File: src/design/agt_cfg.svh
// Register offsets, field positions, reset values and counts for the gain and lock block
`ifndef AGT_CFG_SVH
`define AGT_CFG_SVH

`define AGT_ADDR_W 7
`define AGT_OFS_GAIN_DOWN 7'h13
`define AGT_OFS_GAIN_UP 7'h14
`define AGT_OFS_LOCK_CTL 7'h15

// Reset values: margins 1, level and max gain 24, lock control 0
`define AGT_RST_GAIN_DOWN 8'h38
`define AGT_RST_GAIN_UP 8'h38
`define AGT_RST_LOCK_CTL 8'h00

// Field positions
`define AGT_MARGIN_HI 7
`define AGT_MARGIN_LO 5
`define AGT_LEVEL_HI 4
`define AGT_LEVEL_LO 0
`define AGT_SEL_HI 7
`define AGT_SEL_LO 4
`define AGT_WIN_BIT 3
`define AGT_MODE_BIT 2
`define AGT_ACC_HI 1
`define AGT_ACC_LO 0

// Gain loop offsets in 1.5 dB steps
`define AGT_UP_BASE 8'h08
`define AGT_DOWN_BASE 8'h03

// Lock window widths in prescaler cycles
`define AGT_WIN_NARROW 3'h2
`define AGT_WIN_WIDE 3'h4

// Lock thresholds: lock at 2^(7+code)-1, unlock sixteen below
`define AGT_LOCK_TH0 10'h07f
`define AGT_LOCK_GAP 10'h010
`define AGT_CNT_MAX 10'h3ff

`endif

File: src/design/agt_pkg.sv
// Types shared by the gain and lock block
package agt_pkg;

	typedef enum logic {
		AGT_UNLOCKED = 1'b0,
		AGT_LOCKED = 1'b1
	} agt_lock_state_type;

	typedef enum logic {
		AGT_MODE_RESTART = 1'b0,
		AGT_MODE_UPDOWN = 1'b1
	} agt_lock_mode_type;

	typedef enum logic [3:0] {
		AGT_SRC_LOW = 4'h0,
		AGT_SRC_HIGH = 4'h1,
		AGT_SRC_LOCK_FILT = 4'h2,
		AGT_SRC_LOCK_RAW = 4'h3,
		AGT_SRC_CARRIER = 4'h4,
		AGT_SRC_CAL = 4'h5,
		AGT_SRC_SEQ = 4'h6
	} agt_pin_src_type;

endpackage : agt_pkg

File: src/design/agt_lock_if.sv
// Connection between the register block and the lock detector
`timescale 1ns/1ns
interface agt_lock_if;
	import agt_pkg::*;
	logic wide_window;
	agt_lock_mode_type mode;
	logic [1:0] accuracy;
	logic cmp_valid;
	logic [2:0] cmp_error;
	logic locked;
	logic raw_in_window;

	modport ctl (
		output wide_window, mode, accuracy, cmp_valid, cmp_error,
		input locked, raw_in_window
	);
	modport det (
		input wide_window, mode, accuracy, cmp_valid, cmp_error,
		output locked, raw_in_window
	);
endinterface : agt_lock_if

File: src/design/agt_lock_det.sv
// Phase lock detector with restart and up/down counting and threshold hysteresis
`timescale 1ns/1ns
`include "agt_cfg.svh"
module agt_lock_det
	import agt_pkg::*;
(
	input wire logic i_mclk, // System clock
	input wire logic i_rstn, // Async reset, active low
	agt_lock_if.det lk // Control in, lock status out
);

	logic [9:0] count;
	logic [9:0] next_count;
	agt_lock_state_type state;
	agt_lock_state_type next_state;
	logic raw;
	logic next_raw;
	logic in_win;
	logic [9:0] lock_th;
	logic [9:0] unlock_th;

	////////////////////////////////////////////////////////////////////////
	// Window test and thresholds
	always_comb begin
		in_win = lk.cmp_error < (lk.wide_window ? `AGT_WIN_WIDE : `AGT_WIN_NARROW);
		lock_th = 10'((({1'b0, `AGT_LOCK_TH0} + 11'h001) << lk.accuracy) - 11'h001);
		unlock_th = lock_th - `AGT_LOCK_GAP;
	end

	////////////////////////////////////////////////////////////////////////
	// Counter and lock state; counter saturates so a long lock never wraps
	always_comb begin
		next_count = count;
		next_state = state;
		next_raw = raw;
		if (lk.cmp_valid) begin
			next_raw = in_win;
			if (in_win) begin
				if (count != `AGT_CNT_MAX) begin
					next_count = count + 10'h001;
				end
			end else if (lk.mode == AGT_MODE_RESTART) begin
				next_count = 10'h000;
			end else if (count != 10'h000) begin
				next_count = count - 10'h001;
			end
		end
		case (state)
			AGT_UNLOCKED: begin
				if (next_count >= lock_th) begin
					next_state = AGT_LOCKED;
				end
			end
			AGT_LOCKED: begin
				if (next_count <= unlock_th) begin
					next_state = AGT_UNLOCKED;
				end
			end
			default: begin
				next_state = AGT_UNLOCKED;
			end
		endcase
	end

	always_ff @(posedge i_mclk or negedge i_rstn) begin
		if (!i_rstn) begin
			count <= 10'h000;
			state <= AGT_UNLOCKED;
			raw <= 1'b0;
		end else begin
			count <= next_count;
			state <= next_state;
			raw <= next_raw;
		end
	end

	assign lk.locked = (state == AGT_LOCKED);
	assign lk.raw_in_window = raw;

endmodule : agt_lock_det

File: src/design/agt_top.sv
// Gain loop thresholds, lock detection and status pin selection
//
// Summary of operation
// - Lower gain above level+8+up+3+down
// - Raise gain below level+8+up, under maximum
// - Strength input has 1.5 dB steps
// - Load maximum gain at receive power-on
// - Gain loop never raises past maximum gain; a lowered maximum clamps it one edge later
// - Carrier level shared by detect and loop
// - Pin codes 0..6: low, high, flags
// - Code 4 pin low on carrier
// - Lock window 2 or 4 cycles
// - Restart or up/down counter mode
// - Lock thresholds 127/111 through 1023/1007
// - Loop off holds gain at maximum
`timescale 1ns/1ns
`include "agt_cfg.svh"
module agt_top
	import agt_pkg::*;
#(
	parameter int STRENGTH_W = 8 // Width of the strength level
) (
	input wire logic i_mclk, // System clock
	input wire logic i_rstn, // Async reset, active low
	input wire logic [`AGT_ADDR_W-1:0] i_reg_addr, // Register address
	input wire logic [7:0] i_reg_wdata, // Register write data
	input wire logic i_reg_we, // Register write strobe
	output logic [7:0] o_reg_rdata, // Register read data
	input wire logic i_rx_on, // Receive chain powered
	input wire logic i_gain_loop_off, // Gain loop disabled
	input wire logic i_strength_valid, // New strength sample
	input wire logic [STRENGTH_W-1:0] i_strength, // Strength, 1.5 dB per step
	input wire logic i_cmp_valid, // Phase comparison done
	input wire logic [2:0] i_cmp_error, // Phase error, prescaler cycles
	input wire logic i_cal_done, // Calibration complete
	input wire logic i_seq_fault, // Sequencing fault
	input wire logic [8:0] i_int_sig, // Internal clocks and comparators
	output logic [4:0] o_vga_gain, // Amplifier gain setting
	output logic o_carrier_detect, // Strength above level
	output logic o_pll_locked, // Filtered lock status
	output logic o_status_pin // Selected status, mostly active low
);

	logic [7:0] reg_down;
	logic [7:0] reg_up;
	logic [7:0] reg_lock;
	logic [7:0] next_reg_down;
	logic [7:0] next_reg_up;
	logic [7:0] next_reg_lock;
	logic [4:0] gain;
	logic [4:0] next_gain;
	logic rx_on_d;
	logic carrier;
	logic next_carrier;
	logic pin;
	logic next_pin;
	logic [7:0] rdata;
	logic [7:0] next_rdata;
	logic [4:0] max_gain;
	logic [4:0] level;
	logic [7:0] up_th;
	logic [7:0] down_th;
	logic [STRENGTH_W:0] strength_x;
	logic [STRENGTH_W:0] up_x;
	logic [STRENGTH_W:0] down_x;
	logic [STRENGTH_W:0] level_x;

	agt_lock_if lk ();

	////////////////////////////////////////////////////////////////////////
	// Register writes and read mux
	always_comb begin
		next_reg_down = reg_down;
		next_reg_up = reg_up;
		next_reg_lock = reg_lock;
		if (i_reg_we) begin
			case (i_reg_addr)
				`AGT_OFS_GAIN_DOWN: next_reg_down = i_reg_wdata;
				`AGT_OFS_GAIN_UP: next_reg_up = i_reg_wdata;
				`AGT_OFS_LOCK_CTL: next_reg_lock = i_reg_wdata;
				default: next_reg_lock = reg_lock;
			endcase
		end
		case (i_reg_addr)
			`AGT_OFS_GAIN_DOWN: next_rdata = reg_down;
			`AGT_OFS_GAIN_UP: next_rdata = reg_up;
			`AGT_OFS_LOCK_CTL: next_rdata = reg_lock;
			default: next_rdata = 8'h00; // Unmapped reads as zero
		endcase
	end

	always_ff @(posedge i_mclk or negedge i_rstn) begin
		if (!i_rstn) begin
			reg_down <= `AGT_RST_GAIN_DOWN;
			reg_up <= `AGT_RST_GAIN_UP;
			reg_lock <= `AGT_RST_LOCK_CTL;
			rdata <= 8'h00;
		end else begin
			reg_down <= next_reg_down;
			reg_up <= next_reg_up;
			reg_lock <= next_reg_lock;
			rdata <= next_rdata;
		end
	end

	////////////////////////////////////////////////////////////////////////
	// Thresholds; sums are 8 bits wide, widened to one bit more than the strength only for the compares
	always_comb begin
		max_gain = reg_down[`AGT_LEVEL_HI:`AGT_LEVEL_LO];
		level = reg_up[`AGT_LEVEL_HI:`AGT_LEVEL_LO];
		up_th = 8'(level) + `AGT_UP_BASE + 8'(reg_up[`AGT_MARGIN_HI:`AGT_MARGIN_LO]);
		down_th = up_th + `AGT_DOWN_BASE
			+ 8'(reg_down[`AGT_MARGIN_HI:`AGT_MARGIN_LO]);
		strength_x = (STRENGTH_W+1)'(i_strength);
		up_x = (STRENGTH_W+1)'(up_th);
		down_x = (STRENGTH_W+1)'(down_th);
		level_x = (STRENGTH_W+1)'(level);
	end

	////////////////////////////////////////////////////////////////////////
	// Gain loop and carrier detect
	always_comb begin
		next_gain = gain;
		next_carrier = carrier;
		if (!i_rx_on || !rx_on_d) begin
			next_gain = max_gain;
		end else if (i_gain_loop_off) begin
			next_gain = max_gain;
		end else if (gain > max_gain) begin
			next_gain = max_gain;
		end else if (i_strength_valid) begin
			if (strength_x > down_x && gain != 5'h00) begin
				next_gain = gain - 5'h01;
			end else if (strength_x < up_x && gain < max_gain) begin
				next_gain = gain + 5'h01;
			end
		end
		if (!i_rx_on) begin
			next_carrier = 1'b0;
		end else if (i_strength_valid) begin
			next_carrier = strength_x > level_x;
		end
	end

	always_ff @(posedge i_mclk or negedge i_rstn) begin
		if (!i_rstn) begin
			gain <= 5'h18;
			rx_on_d <= 1'b0;
			carrier <= 1'b0;
		end else begin
			gain <= next_gain;
			rx_on_d <= i_rx_on;
			carrier <= next_carrier;
		end
	end

	////////////////////////////////////////////////////////////////////////
	// Lock detector hookup
	assign lk.wide_window = reg_lock[`AGT_WIN_BIT];
	assign lk.mode = agt_lock_mode_type'(reg_lock[`AGT_MODE_BIT]);
	assign lk.accuracy = reg_lock[`AGT_ACC_HI:`AGT_ACC_LO];
	assign lk.cmp_valid = i_cmp_valid;
	assign lk.cmp_error = i_cmp_error;

	agt_lock_det u_lock (
		.i_mclk(i_mclk),
		.i_rstn(i_rstn),
		.lk(lk)
	);

	////////////////////////////////////////////////////////////////////////
	// Status pin select; registered, so clocks routed out are delayed one cycle
	always_comb begin
		case (reg_lock[`AGT_SEL_HI:`AGT_SEL_LO])
			AGT_SRC_LOW: next_pin = 1'b0;
			AGT_SRC_HIGH: next_pin = 1'b1;
			AGT_SRC_LOCK_FILT: next_pin = ~lk.locked;
			AGT_SRC_LOCK_RAW: next_pin = ~lk.raw_in_window;
			AGT_SRC_CARRIER: next_pin = ~carrier;
			AGT_SRC_CAL: next_pin = ~i_cal_done;
			AGT_SRC_SEQ: next_pin = ~i_seq_fault;
			default: next_pin = i_int_sig[4'(reg_lock[`AGT_SEL_HI:`AGT_SEL_LO] - 4'h7)];
		endcase
	end

	always_ff @(posedge i_mclk or negedge i_rstn) begin
		if (!i_rstn) begin
			pin <= 1'b0;
		end else begin
			pin <= next_pin;
		end
	end

	assign o_reg_rdata = rdata;
	assign o_vga_gain = gain;
	assign o_carrier_detect = carrier;
	assign o_pll_locked = lk.locked;
	assign o_status_pin = pin;

endmodule : agt_top

File: config.mk
export PLATFORM = sky130hd
export DESIGN_NAME = agt_top
export DESIGN_NICKNAME = d
export VERILOG_FILES = /design/src/design/agt_pkg.sv /design/src/design/agt_lock_if.sv /design/src/design/agt_lock_det.sv /design/src/design/agt_top.sv
export VERILOG_INCLUDE_DIRS = /design/src /design/src/design
export SDC_FILE = /design/constraint.sdc
export NUM_CORES = 1
export LEC_CHECK = 0
export BUFFER_PORTS_ARGS = -buffer_cell sky130_fd_sc_hd__buf_2
export CORE_ASPECT_RATIO = 1.5
export CORE_MARGIN = 2
export CORE_UTILIZATION = 50
export CTS_BUF_LIST = sky130_fd_sc_hd__clkbuf_2
export CTS_CLUSTER_DIAMETER = 60
export DETAILED_ROUTE_END_ITERATION = 10
export PLACE_DENSITY = 0.69
export SKIP_CTS_REPAIR_TIMING = 1
export SYNTH_ARGS = -nofsm -noshare
export SYNTH_HDL_FRONTEND = slang
export SYNTH_SLANG_ARGS = --single-unit
File: constraint.sdc
create_clock -name i_mclk -period 6.7 [get_ports i_mclk]
set_clock_uncertainty 0.1 [all_clocks]
set_input_delay 1.005 -clock i_mclk [delete_from_list [all_inputs] [get_ports i_mclk]]
set_output_delay 1.005 -clock i_mclk [all_outputs]
set_load 0.03 [all_outputs]
==> impl_metrics.ini <==
[outcome]
outcome = completed

[placed_design]
dp_hpwl_mm = 7.77
place.gp.congestion = 0.904
dp.cells = 579
port-buffer-count = 58
pre_cts_ws_ns = 1.54

[final_layout]
final_cell_mix = 58 x buf_2, 45 x ha_1, 44 x dfrtp_1, 37 x inv_1, 29 x nand2_1
multi_input_area_um2 = 2560
fin_cells = 587
drive_above_1_share_pct = 24.5
insertedDiodeCount = 0
mostFrequentLayoutCell = buf_2
regArea_um2 = 1310
fillCellCount = 746
nets = 573
area_growth_pct = 10.4

[yosys]
yosysSeqAreaShare_pct = 32.2
ys_ff_latch = 52
synth.avg_cell_area_um2 = 9.53
ys.flop_type = dfrtp_1
syn_inst = 427
synth_edf_count = 0
syn-num-nets = 519
netlist_area_um2 = 4070
ys_warn_count = 0
ys_async_sr_fraction_pct = 100
synth_cell_types = 69

[clock_tree]
h-tree-depth = 2
cts.sinks = 52
cts_tree = done
cts_root_buffer = clkbuf_2
clkLatencyLatePin_ns = 0.42
cts_buffers = 5
clockBufferDepth = 2
clk_pin_slew_ns = 0.27

[worst_setup_path]
rr_endpoint = o_vga_gain[3]
critPathMostFrequentCell = ha_1
worstPathCellList = ha_1 > inv_1 > fa_1 > ha_1 > inv_1 > ha_1 > inv_1 > fa_1 > nor2b_1 > o21ai_0 > xnor2_1 > ha_1 > nand4_1 > o21bai_1 > a41oi_1 > ha_1 > a21o_1 > a21oi_1 > xor2_1 > or3_1 > a31oi_1
r2r_slack_ns = 1.50
max_stage_delay_ns = 0.62
startpoint_type = flop
end_kind = flop
required_ns = 6.98
crit_type = flop to flop
crit_slowest_cell = dfstp_2
setup.worst_path.start = reg_up[5]
r2r_start = reg_up[5]
rr_worst_depth = 21
cp.arrival_ns = 5.47
critPathMaxFanout = 7

[global_routing]
grt_max_degree = 53
grt_usage_pct = 22.8
antenna_found_initial = 0
grt-ovfl-total = 0
grt_pass1_vias = 3469
grt_pass1_wl_mm = 16.2

[sta]
fmax_mhz = 192
fin_crit_ns = 5.20
slew_headroom_pct = 52.7
rsz0062_at_grt = false
worst_pin_slew_ns = 0.706
fin_ws_ns = 1.50
period_share_pct = 77.6
setup_viol = 0
finalSetupTns_ns = 0
drv_slew = 0
finalHoldViolations = 0

[routing]
ant_nets = 0
wl_mm = 9.63
via_per_inst = 5.92
drtPass1Iterations = 5
drc = 0
vias = 3477
wire_per_inst_um = 16.4
drt-initial-drc-count = 156

[worst_hold_path]
whs_endpoint = o_reg_rdata[2]
holdPathStages = 2
hold_class = flop to flop
min_from = reg_down[2]

[die]
die_h_um = 115
rows = 40
ios = 60
die_w_um = 77.7
fp.coreArea_um2 = 7960
initial_core_util_pct = 51.2
dieArea_um2 = 8900

[power_and_ir_drop]
power.total_uw = 950
p_leak_uw = 0.00211
power.density_nw_per_um2 = 211
peakVddDrop_mv = 0.121

[job]
cap_violations = 0
cells in the mapped netlist (all sizes together), types with 5 or more instances:
library cell / instances / area [µm²]
ha: 45 / 563
dfrtp: 44 / 1100
inv: 38 / 143
nand2: 29 / 109
mux2: 26 / 293
a21oi: 24 / 120
o21ai: 21 / 109
nor2: 16 / 60.1
nand3: 14 / 70.1
nor3: 14 / 80.1
mux2i: 12 / 120
clkbuf: 11 / 41.3
a21o: 9 / 67.6
nor2b: 9 / 56.3
a31oi: 8 / 65.1
dfstp: 8 / 210
nand2b: 6 / 37.5
or3: 6 / 37.5
o211ai: 5 / 37.5
o21a: 5 / 37.5
xnor2: 5 / 43.8
how the worst max path moves through the flow:
stage | to | slack [ns] | cells after the start
2_1_floorplan | o_vga_gain[3] | 1.99 | 21
3_3_place_gp | o_vga_gain[3] | 1.61 | 21
3_5_place_dp | o_vga_gain[3] | 1.54 | 21
4_1_cts | o_vga_gain[3] | 1.46 | 21
5_1_grt | o_vga_gain[4] | 1.07 | 21
6_report | o_vga_gain[3] | 1.50 | 21
where the power goes:
| part | switching, µW | leakage, µW | internal [µW] | total, µW |
|---|---|---|---|---|
| clock | 96.3 | 0.0000292 | 27.9 | 124 |
| combinational | 230 | 0.00141 | 182 | 412 |
| sequential | 60.8 | 0.000674 | 353 | 413 |
layout make-up:
cell class	count	share of cell area [%]
repair buffers	59	6.63
clock buffers	6	0.668
inverters	38	3.17
well taps	105	2.92
clock inverters	2	0.362
multi-input cells	325	57.1
flip-flops and latches	52	29.2
through the flow:
step	util, %	hold slack (ns)	cell area, µm²
after floorplan	-	0.357	4070
after global placement	55.9	0.394	4450
final	56.5	0.431	4490
after detailed placement	55.9	0.405	4450
after CTS	56.5	0.442	4490
after global routing	56.5	0.440	4490
worst max-delay path, delay by kind of cell (launching register included):
kind                       cells  cell delay [ns]
buffers and inverters          3             0.18
and+or+nand+nor                3             0.54
adders and majority gates      7             2.18
xor gates and xnor gates       2             0.24
AOI/OAI and AO/OA              6             1.30
DFF                            1             0.62
flip-flops by register name, indices dropped and copies added (netlist names):
register / count
rx_on_d: 1
reg_up: 8
o_vga_gain: 5
o_status_pin: 1
reg_lock: 8
u_lock.lk.raw_in_window: 1
u_lock.lk.locked: 1
o_reg_rdata: 8
reg_down: 8
o_carrier_detect: 1
u_lock.count: 10
per-layer routing:
metal	global-route usage [%]	vias up	wire length, µm
li1	-	1676	-
met1	25.4	1655	3600
met2	42.0	119	5170
met3	3.08	27	436
met4	11.5	0	419
met5	0	-	0
cell families (layout without fill, tap and decap cells):
kind of cell             after synthesis  count (layout)  share of synthesized area, %
AO/OA/AOI/OAI                         99              99                          16.7
AND/OR/NAND/NOR                      129             129                          17.8
flip-flops                            52              52                          32.2
adder cells (fa/ha/maj)               48              48                          15.3
buffers and inverters                 50             105                          4.79
multiplexers                          40              40                          11.2
XOR/XNOR                               9               9                          1.94
Power figures use the tool's default switching activity.
